`src/core/gptim_pkg.sv`:
```
// Purpose: constants, register map and types of the general purpose timer
// Assumes: one 10 MHz clock, synchronous active-low reset
// Notes:   every register is one 32-bit word; narrow fields sit in the low bits
//
// Behaviour
// [RULE1] the full variant has a 16-bit auto-reload counter counting up, down or center-aligned.
// [RULE2] a 16-bit prescaler divides the counting clock by any integer from 1 to 65536.
// [RULE3] the full variant has four channels, each capture, compare, pwm or one-pulse.
// [RULE4] the full variant raises its own dma request, independent of other timers.
// [RULE5] in encoder mode two quadrature inputs set both the count and its direction.
// [RULE6] the full variant takes one to three hall sensor lines as capture inputs.
// [RULE7] a timer can be linked to another so that its events sync or chain the other; here a link trigger only restarts the counter, nothing chains.
// [RULE8] with debug freeze enabled the counter holds while the processor is halted.
// [RULE9] the dual variant counts up, down or up/down, has two channels and no dma.
// [RULE10] the single variant counts up only, has one channel and no dma.
// [RULE11] reduced variants can count from the 32.768 kHz low speed clock.
// [RULE12] the basic variant is an up-counting time base with no channels but with dma.
// [RULE13] every timer drives an update event output for dac triggering and dma.
// [RULE14] timer events are routed out as start triggers for the adc.
// [RULE15] overflow or underflow reloads the counter, sets the update flag and pulses update.
package gptim_pkg;

  // variants
  localparam logic [1:0] VAR_FULL   = 2'h0;
  localparam logic [1:0] VAR_DUAL   = 2'h1;
  localparam logic [1:0] VAR_SINGLE = 2'h2;
  localparam logic [1:0] VAR_BASIC  = 2'h3;

  // register byte addresses
  localparam logic [7:0] ADDR_CTRL   = 8'h00;
  localparam logic [7:0] ADDR_PSC    = 8'h04;
  localparam logic [7:0] ADDR_ARR    = 8'h08;
  localparam logic [7:0] ADDR_CNT    = 8'h0c;
  localparam logic [7:0] ADDR_STATUS = 8'h10;
  localparam logic [7:0] ADDR_CLEAR  = 8'h14;
  localparam logic [7:0] ADDR_IRQEN  = 8'h18;
  localparam logic [7:0] ADDR_CHMODE = 8'h1c;
  localparam logic [7:0] ADDR_CCR0   = 8'h20;

  // control field positions
  localparam int CTRL_EN     = 0;
  localparam int CTRL_DIR    = 1;
  localparam int CTRL_CENTER = 2;
  localparam int CTRL_ENC    = 3;
  localparam int CTRL_HALL   = 4;
  localparam int CTRL_FREEZE = 5;
  localparam int CTRL_SLOW   = 6;
  localparam int CTRL_LINK   = 7;
  localparam int CTRL_DMA    = 8;
  localparam int CTRL_W      = 9;

  // status: bit 0 update, bits 1..4 channel events
  localparam int STAT_UPD = 0;
  localparam int STAT_W   = 5;
  localparam int NCH_MAX  = 4;

  // channel modes, two bits per channel
  localparam logic [1:0] CH_CAPTURE = 2'h0;
  localparam logic [1:0] CH_COMPARE = 2'h1;
  localparam logic [1:0] CH_PWM     = 2'h2;
  localparam logic [1:0] CH_PULSE   = 2'h3;

  localparam logic [15:0] RST_ARR = 16'hffff;

  typedef enum logic {
    DIR_UP = 1'b0,
    DIR_DN = 1'b1
  } gptim_dir_t;

  function automatic int nch(input logic [1:0] v);
    case (v)
      VAR_FULL:   nch = 4;
      VAR_DUAL:   nch = 2;
      VAR_SINGLE: nch = 1;
      default:    nch = 0;
    endcase
  endfunction

  function automatic logic has_dma(input logic [1:0] v);
    has_dma = (v == VAR_FULL) || (v == VAR_BASIC);
  endfunction

  function automatic logic up_only(input logic [1:0] v);
    up_only = (v == VAR_SINGLE) || (v == VAR_BASIC);
  endfunction

endpackage

```
`src/core/gptim_timer.sv`:
```
// Purpose: general purpose 16-bit timer, all variants from one source
// Assumes: all inputs synchronous to clk_in; low speed clock sampled as a level
// Notes:   variant fixed by VARIANT; missing features do nothing, and ccr registers of missing channels read as zero
//
// Design decisions made here: the address map and the address-and-strobe port.
`timescale 1ns/100ps
module gptim_timer #(
  parameter logic [1:0] VARIANT = gptim_pkg::VAR_FULL
) (
  // clock and reset
  input  wire logic        clk_in,
  input  wire logic        resetn_in,
  // register port
  input  wire logic [7:0]  addr_in,
  input  wire logic [31:0] wdata_in,
  input  wire logic        wr_in,
  input  wire logic        rd_in,
  output logic      [31:0] rdata_out,
  // pins and system signals
  input  wire logic [3:0]  ch_in,
  input  wire logic        enc_a_in,
  input  wire logic        enc_b_in,
  input  wire logic [2:0]  hall_in,
  input  wire logic        slow_clk_in,
  input  wire logic        debug_halt_in,
  input  wire logic        link_trig_in,
  output logic      [3:0]  ch_out,
  output logic             update_out,
  output logic             trgo_out,
  output logic             dma_req_out,
  output logic             irq_out
);

  localparam int  NCH   = gptim_pkg::nch(VARIANT);
  localparam logic DMA  = gptim_pkg::has_dma(VARIANT);
  localparam logic UPON = gptim_pkg::up_only(VARIANT);

  typedef struct packed {
    logic [gptim_pkg::CTRL_W-1:0]  ctrl;
    logic [15:0]                   psc;
    logic [15:0]                   pcnt;
    logic [15:0]                   arr;
    logic [15:0]                   cnt;
    logic [3:0][15:0]              ccr;
    logic [7:0]                    chmode;
    logic [gptim_pkg::STAT_W-1:0]  status;
    logic [gptim_pkg::STAT_W-1:0]  irqen;
    gptim_pkg::gptim_dir_t         cdir;
    logic [3:0]                    ch_prev;
    logic [3:0]                    chout;
    logic                          a_prev;
    logic [2:0]                    hall_prev;
    logic                          slow_prev;
    logic                          upd;
    logic                          trgo;
    logic                          dma;
    logic                          irq;
    logic [31:0]                   rdata;
  } gptim_state_t;

  gptim_state_t q;
  gptim_state_t next_q;
  logic         step;
  logic         down;
  logic         run;
  logic [gptim_pkg::STAT_W-1:0] ev;

  always_comb begin
    logic src_tick;
    logic trig;
    logic [1:0] md;
    src_tick = 1'b0;
    trig     = 1'b0;
    md       = 2'h0;
    next_q       = q;
    next_q.upd   = 1'b0;
    next_q.trgo  = 1'b0;
    next_q.dma   = 1'b0;
    next_q.rdata = '0;
    step = 1'b0;
    ev   = '0;
    next_q.slow_prev = slow_clk_in;
    next_q.a_prev    = enc_a_in;
    next_q.hall_prev = hall_in;
    next_q.ch_prev   = ch_in;
    // with freeze enabled, a halted cpu holds the count so breakpoints see a stable value
    run = q.ctrl[gptim_pkg::CTRL_EN] &&
          !(q.ctrl[gptim_pkg::CTRL_FREEZE] && debug_halt_in); // see [RULE8]
    // only reduced variants may count from the low speed clock
    src_tick = (q.ctrl[gptim_pkg::CTRL_SLOW] && VARIANT != gptim_pkg::VAR_FULL) ?
               (slow_clk_in && !q.slow_prev) : 1'b1; // see [RULE11]
    if (q.ctrl[gptim_pkg::CTRL_ENC] && VARIANT == gptim_pkg::VAR_FULL) begin
      // x2 decode on channel a; direction from the phase of b
      step = run && (enc_a_in != q.a_prev); // see [RULE5]
      down = (enc_a_in == enc_b_in);
    end else begin
      if (run && src_tick) begin
        // a ratio written below the running count ends the period at once, no 65536 wrap
        if (q.pcnt >= q.psc) begin
          next_q.pcnt = '0;
          step = 1'b1; // see [RULE2]
        end else begin
          next_q.pcnt = q.pcnt + 16'h0001;
        end
      end
      if (UPON) begin
        down = 1'b0; // see [RULE10] [RULE12]
      end else if (q.ctrl[gptim_pkg::CTRL_CENTER]) begin
        down = (q.cdir == gptim_pkg::DIR_DN);
      end else begin
        down = q.ctrl[gptim_pkg::CTRL_DIR]; // see [RULE1] [RULE9]
      end
    end
    trig = q.ctrl[gptim_pkg::CTRL_LINK] && link_trig_in;
    if (trig) begin
      // another timer's event restarts this one
      next_q.cnt  = '0; // see [RULE7]
      next_q.pcnt = '0;
      next_q.cdir = gptim_pkg::DIR_UP;
    end else if (step) begin
      if (!down) begin
        if (q.cnt == q.arr) begin
          next_q.upd = 1'b1; // see [RULE15]
          if (q.ctrl[gptim_pkg::CTRL_CENTER] && !UPON) begin
            next_q.cdir = gptim_pkg::DIR_DN;
            next_q.cnt  = (q.arr == 16'h0000) ? 16'h0000 : q.arr - 16'h0001;
          end else begin
            next_q.cnt = '0;
          end
        end else begin
          next_q.cnt = q.cnt + 16'h0001;
        end
      end else begin
        if (q.cnt == 16'h0000) begin
          next_q.upd = 1'b1; // see [RULE15]
          if (q.ctrl[gptim_pkg::CTRL_CENTER]) begin
            next_q.cdir = gptim_pkg::DIR_UP;
            next_q.cnt  = (q.arr == 16'h0000) ? 16'h0000 : 16'h0001;
          end else begin
            next_q.cnt = q.arr;
          end
        end else begin
          next_q.cnt = q.cnt - 16'h0001;
        end
      end
    end
    ev[gptim_pkg::STAT_UPD] = next_q.upd;
    next_q.trgo = next_q.upd; // see [RULE13] [RULE14]
    for (int i = 0; i < gptim_pkg::NCH_MAX; i++) begin
      if (i < NCH) begin // see [RULE3]
        md = q.chmode[2*i +: 2];
        case (md)
          gptim_pkg::CH_CAPTURE: begin
            // channel 0 in hall mode latches on any sensor change
            if ((i == 0 && q.ctrl[gptim_pkg::CTRL_HALL] && VARIANT == gptim_pkg::VAR_FULL) ?
                (hall_in != q.hall_prev) : (ch_in[i] && !q.ch_prev[i])) begin
              next_q.ccr[i] = q.cnt; // see [RULE6]
              ev[i+1] = 1'b1;
            end
          end
          gptim_pkg::CH_COMPARE: begin
            if (step && next_q.cnt == q.ccr[i]) begin
              next_q.chout[i] = !q.chout[i];
              ev[i+1] = 1'b1;
            end
          end
          gptim_pkg::CH_PWM: begin
            next_q.chout[i] = (next_q.cnt < q.ccr[i]);
            ev[i+1] = step && (next_q.cnt == q.ccr[i]);
          end
          gptim_pkg::CH_PULSE: begin
            if (step && next_q.cnt == q.ccr[i]) begin
              next_q.chout[i] = 1'b1;
              ev[i+1] = 1'b1;
            end
            // one pulse ends the run at the next update
            if (next_q.upd) begin
              next_q.chout[i] = 1'b0;
              next_q.ctrl[gptim_pkg::CTRL_EN] = 1'b0;
            end
          end
          default: begin
            next_q.chout[i] = 1'b0;
          end
        endcase
      end
    end
    next_q.dma = DMA && q.ctrl[gptim_pkg::CTRL_DMA] && (|ev); // see [RULE4] [RULE13]
    if (wr_in) begin
      case (addr_in)
        gptim_pkg::ADDR_CTRL:   next_q.ctrl   = wdata_in[gptim_pkg::CTRL_W-1:0];
        gptim_pkg::ADDR_PSC:    next_q.psc    = wdata_in[15:0];
        gptim_pkg::ADDR_ARR:    next_q.arr    = wdata_in[15:0];
        gptim_pkg::ADDR_CNT:    next_q.cnt    = wdata_in[15:0];
        gptim_pkg::ADDR_IRQEN:  next_q.irqen  = wdata_in[gptim_pkg::STAT_W-1:0];
        gptim_pkg::ADDR_CHMODE: next_q.chmode = wdata_in[7:0];
        default: begin
          for (int k = 0; k < gptim_pkg::NCH_MAX; k++) begin
            if (k < NCH && addr_in == gptim_pkg::ADDR_CCR0 + 8'(4*k)) begin
              next_q.ccr[k] = wdata_in[15:0];
            end
          end
        end
      endcase
    end
    // a new event outlives a clear written in the same cycle
    next_q.status = q.status & ~((wr_in && addr_in == gptim_pkg::ADDR_CLEAR) ?
                    wdata_in[gptim_pkg::STAT_W-1:0] : '0);
    next_q.status = next_q.status | ev;
    next_q.irq = |(next_q.status & next_q.irqen);
    if (rd_in) begin
      case (addr_in)
        gptim_pkg::ADDR_CTRL:   next_q.rdata = 32'(q.ctrl);
        gptim_pkg::ADDR_PSC:    next_q.rdata = 32'(q.psc);
        gptim_pkg::ADDR_ARR:    next_q.rdata = 32'(q.arr);
        gptim_pkg::ADDR_CNT:    next_q.rdata = 32'(q.cnt);
        gptim_pkg::ADDR_STATUS: next_q.rdata = 32'(q.status);
        gptim_pkg::ADDR_IRQEN:  next_q.rdata = 32'(q.irqen);
        gptim_pkg::ADDR_CHMODE: next_q.rdata = 32'(q.chmode);
        default: begin
          for (int k = 0; k < gptim_pkg::NCH_MAX; k++) begin
            if (k < NCH && addr_in == gptim_pkg::ADDR_CCR0 + 8'(4*k)) begin
              next_q.rdata = 32'(q.ccr[k]);
            end
          end
        end
      endcase
    end
  end

  always_ff @(posedge clk_in) begin
    if (!resetn_in) begin
      q     <= '0;
      q.arr <= gptim_pkg::RST_ARR;
    end else begin
      q <= next_q;
    end
  end

  assign rdata_out   = q.rdata;
  assign ch_out      = q.chout;
  assign update_out  = q.upd;
  assign trgo_out    = q.trgo;
  assign dma_req_out = q.dma;
  assign irq_out     = q.irq;
endmodule

```
`config.mk`:
```
export PLATFORM = sky130hd
export DESIGN_NAME = gptim_timer
export DESIGN_NICKNAME = d
export VERILOG_FILES = /design/src/core/gptim_pkg.sv /design/src/core/gptim_timer.sv
export SDC_FILE = /design/constraint.sdc
export NUM_CORES = 1
export LEC_CHECK = 0
export BUFFER_PORTS_ARGS = -buffer_cell sky130_fd_sc_hd__buf_2
export CORE_ASPECT_RATIO = 1.75
export CORE_MARGIN = 5
export CORE_UTILIZATION = 38
export CTS_CLUSTER_SIZE = 30
export DETAILED_ROUTE_END_ITERATION = 10
export GPL_TIMING_DRIVEN = 0
export HOLD_SLACK_MARGIN = 0.06
export PLACE_DENSITY_LB_ADDON = 0.12
export SLEW_MARGIN = 20
export SYNTH_ARGS = -nofsm -noshare
export SYNTH_HDL_FRONTEND = slang
export SYNTH_SLANG_ARGS = --single-unit
export TNS_END_PERCENT = 100
```
`constraint.sdc`:
```
create_clock -name clk_in -period 4 [get_ports clk_in]
set_input_delay 0.8 -clock clk_in [delete_from_list [all_inputs] [get_ports clk_in]]
set_output_delay 0.8 -clock clk_in [all_outputs]
set_load 0.01 [all_outputs]
```
==> summary.md <==
| Metric | Value |
|---|---|
| Post-Layout Cell Count | 2174 |
| Share of layout cells above drive strength 1 | 0.205 |
| Min Hold Slack | 0.490 ns |
| Drt drc | 0 |
| FF-to-FF Start | q[194]$_SDFFE_PN0P_ |
| Placed cells | 2105 |
| Fmax | 229 MHz |
| Clock skew | 0.0113 ns |
| CTS tree | done |
| First-pass GRT wire length | 86500 µm |
| Worst Reg2Reg Path Length in Cells | 19 |
| Post-synthesis cell type count | 77 |
| Total gr overflow | 0 |
| Maxcap violations | 0 |
| XOR/XNOR Fraction of Synth Area | 0.0459 |
| Slew headroom | 0.316 |
| Critical Path AT | 4.75 ns |
| Post-synthesis mux area share | 0.0175 |
| Synthesis Warnings | 0 |
| Port bufs | 57 |
| Layout fillers | 3234 |
| Final min period | 4.37 ns |
| Vias per inst | 6.26 |
| Hold buffer count at cts | 0 |
| Io pins | 96 |
| Post-synth EDFFs | 0 |
| Mapped Cells | 1631 |
| Initial core utilization | 0.385 |
| Failing checks | setup timing |
| Post-synthesis compound-gate area fraction | 0.240 |
| Clock Sink Count | 187 |
| Adder-Cell Fraction of Synth Area | 0.0847 |
| Yosys reg bits | 187 |
| Core Footprint | 32200 µm² |
| Vias | 13600 |
| R2r setup slk | -0.37 ns |
| Sequential element share of the synthesized area | 0.302 |
| Number of global-route vias before repair | 13500 |
| Area Overhead vs Synth | 22.7% |
| PwrDens | 252 nW/µm² |
| Crit path max fanout | 6 |
| Final hold violations | 0 |
| Chip width | 147 µm |
| Total CTS buffers | 17 |
| VDD IR-drop max | 0.316 mV |
| 1st-iter DRT viols | 1296 |
| Fraction of the mapped netlist area in simple logic gates | 0.216 |
| Placer congestion estimate | 1.03 |
| Antenna Nets Post-Route | 0 |
| Largest net degree at the start of global routing | 18 |
| Max clock buf depth | 2 |
| Endpoints failing setup | 8 |
| R2R Path End | ch_out[0]$_SDFFE_PN0P_ |
| Commonest non-fill, non-tap cell in the layout | nand2_1 |
| RSZ-0062 raised after global routing | true |
| CP Capture Type | flop |
| Share of async-settable or async-resettable flops after synthesis | 0 |
| Commonest cells after routing, fill and taps aside | nand2_1 (186), dfxtp_1 (162), nor2_1 (139) |
| Avg Cell Area, Syn | 7.61 µm² |
| Setup CP Type | reg -> reg |
| Die height | 249 µm |
| Final worst slack | -0.370 ns |
| Worst-Skew Late Latency | 0.46 ns |
| Syn Std Cell Area | 12400 µm² |
| Critical Path Source Type | flop |
| Worst Tran Pin Value | 1.02 ns |
| DR WL/cell | 27.5 µm |
| Post-route core utilization | 0.472 |
| Largest family of logic cells by synthesized area | compound AO/OA/AOI/OAI gates |
| Final period util | 1.09 |
| H-tree levels | 4 |
| P_leak | 5.68 nW |
| Drt total wl | 59800 µm |
| Max Slew Vio Count | 0 |
| # nets final | 1901 |
| Required @ worst endpoint | 4.38 ns |
| Total power | 3.84 mW |
| Initial antenna violation count | 1 |
| Critical path startpoint | q[194]$_SDFFE_PN0P_ |
| Clk Tree Root Cell | clkbuf_16 |
| HP Class | reg -> reg |
| Status | finished, violations left |
| Detailed Place HPWL | 46000 µm |
| Top FF cell, synth | dfxtp_1 |
| TritonRoute pass-1 iters | 6 |
| Worst Setup EP | ch_out[0]$_SDFFE_PN0P_ |
| Die Area | 36500 µm² |
| Register clock-pin slew on the reported worst setup and hold paths | 0.08 ns |
| Overall global routing resource usage | 0.316 |
| N_diodes | 0 |
| Site row count | 87 |
-- critical path: stages, from the launching register on --
cell,delay (ns)
dfxtp_4,0.41
inv_4,0.05
ha_4,0.26
nand4_1,0.23
nor2_4,0.26
nand3_4,0.09
a41o_4,0.36
buf_8,0.16
a22o_1,0.23
a22oi_2,0.30
nor2_4,0.12
buf_4,0.19
buf_4,0.12
ha_1,0.26
nand4_1,0.21
nor4_2,0.22
buf_4,0.18
o21ai_2,0.09
mux2_2,0.30
nor4_2,0.23
-- report_power, final --
| group | leakage [nW] | internal [mW] | switching, mW |
|---|---|---|---|
| combinational | 3.90 | 0.0735 | 0.208 |
| clock | 0.261 | 0.829 | 0.851 |
| sequential | 1.52 | 1.87 | 0.00959 |
| total | 5.68 | 2.77 | 1.07 |
-- how the worst min path moves through the flow --
stage                        startpoint                     end  cells after the start
floorplan           q[204]$_SDFFE_PN0P_  dma_req_out$_SDFF_PN0_                      2
global placement    q[183]$_SDFFE_PN0P_     q[183]$_SDFFE_PN0P_                      2
detailed placement  q[183]$_SDFFE_PN0P_     q[183]$_SDFFE_PN0P_                      2
CTS                 q[183]$_SDFFE_PN0P_     q[183]$_SDFFE_PN0P_                      2
global route        q[202]$_SDFFE_PN0P_     q[202]$_SDFFE_PN0P_                      2
finish              q[202]$_SDFFE_PN0P_     q[202]$_SDFFE_PN0P_                      2
-- repair_timing --
action,CTS,global route
pin swaps,55,26
gates resized for setup,196,32
buffers inserted,44,10
gates cloned,1,0
endpoints found under the setup margin,12,10
-- flip-flops by register name (all words and copies together) (netlist names) --
register     count
ch_out           4
rdata_out       16
dma_req_out      1
irq_out          1
q              164
trgo_out         1
-- stage by stage --
step | worst slack (ns) | area, µm² | TNS, ns
2_1_floorplan | 0.0430 | 12500 | 0
3_3_place_gp | -2.36 | 13200 | -21.07
6_report | -0.370 | 15200 | -1.95
5_1_grt | -0.492 | 15200 | -2.97
3_5_place_dp | -2.38 | 13300 | -21.52
4_1_cts | -0.268 | 15000 | -1.20
-- cell families after synthesis --
group           after synthesis
simple gates                571
mux                          21
flops                       187
other cells                   1
xor+xnor                     65
buf+inv                     263
fa+ha+maj                    84
compound gates              439
-- cells in the mapped netlist (6+ instances only) --
library cell,number,share of area
a211oi_1,25,0.015
a21o_1,11,0.0067
a21oi_1,85,0.034
a221oi_1,20,0.014
a222oi_1,15,0.012
a22o_1,13,0.0092
a22oi_1,26,0.016
a31oi_1,23,0.012
and2_1,12,0.0061
and3_1,14,0.0071
buf_2,15,0.0061
buf_4,39,0.024
clkbuf_1,111,0.034
dfxtp_1,187,0.30
ha_1,84,0.085
inv_1,92,0.028
mux2i_1,18,0.015
nand2_1,190,0.057
nand2b_1,11,0.0055
nand3_1,72,0.029
nand4_1,28,0.014
nor2_1,159,0.048
nor2b_1,13,0.0066
nor3_1,23,0.0093
nor4_1,10,0.0050
o211ai_1,58,0.035
o21a_1,6,0.0036
o21ai_0,90,0.036
o221ai_1,10,0.0071
o31ai_1,8,0.0048
or3_1,7,0.0035
xnor2_1,40,0.028
xor2_1,25,0.018
-- metal layers --
layer,part of all wire,wire (µm),global-route usage,up-vias
met4,0.097,5800,0.257,0
met2,0.50,29700,0.554,754
met1,0.34,20300,0.328,6496
met5,0,0,0,-
met3,0.067,4020,0.0533,289
li1,-,-,-,6073
-- cell type report --
class | instances | area, µm² | area share
clock buffer | 19 | 443 | 0.0291
buffer | 152 | 815 | 0.0535
tap | 400 | 500 | 0.0329
clock inverter | 13 | 110 | 0.00724
multi-input combinational | 1196 | 8470 | 0.556
inverter | 93 | 357 | 0.0234
timing repair buffer | 114 | 729 | 0.0479
sequential | 187 | 3800 | 0.250
Note: power is estimated with default switching activity, not from simulation.
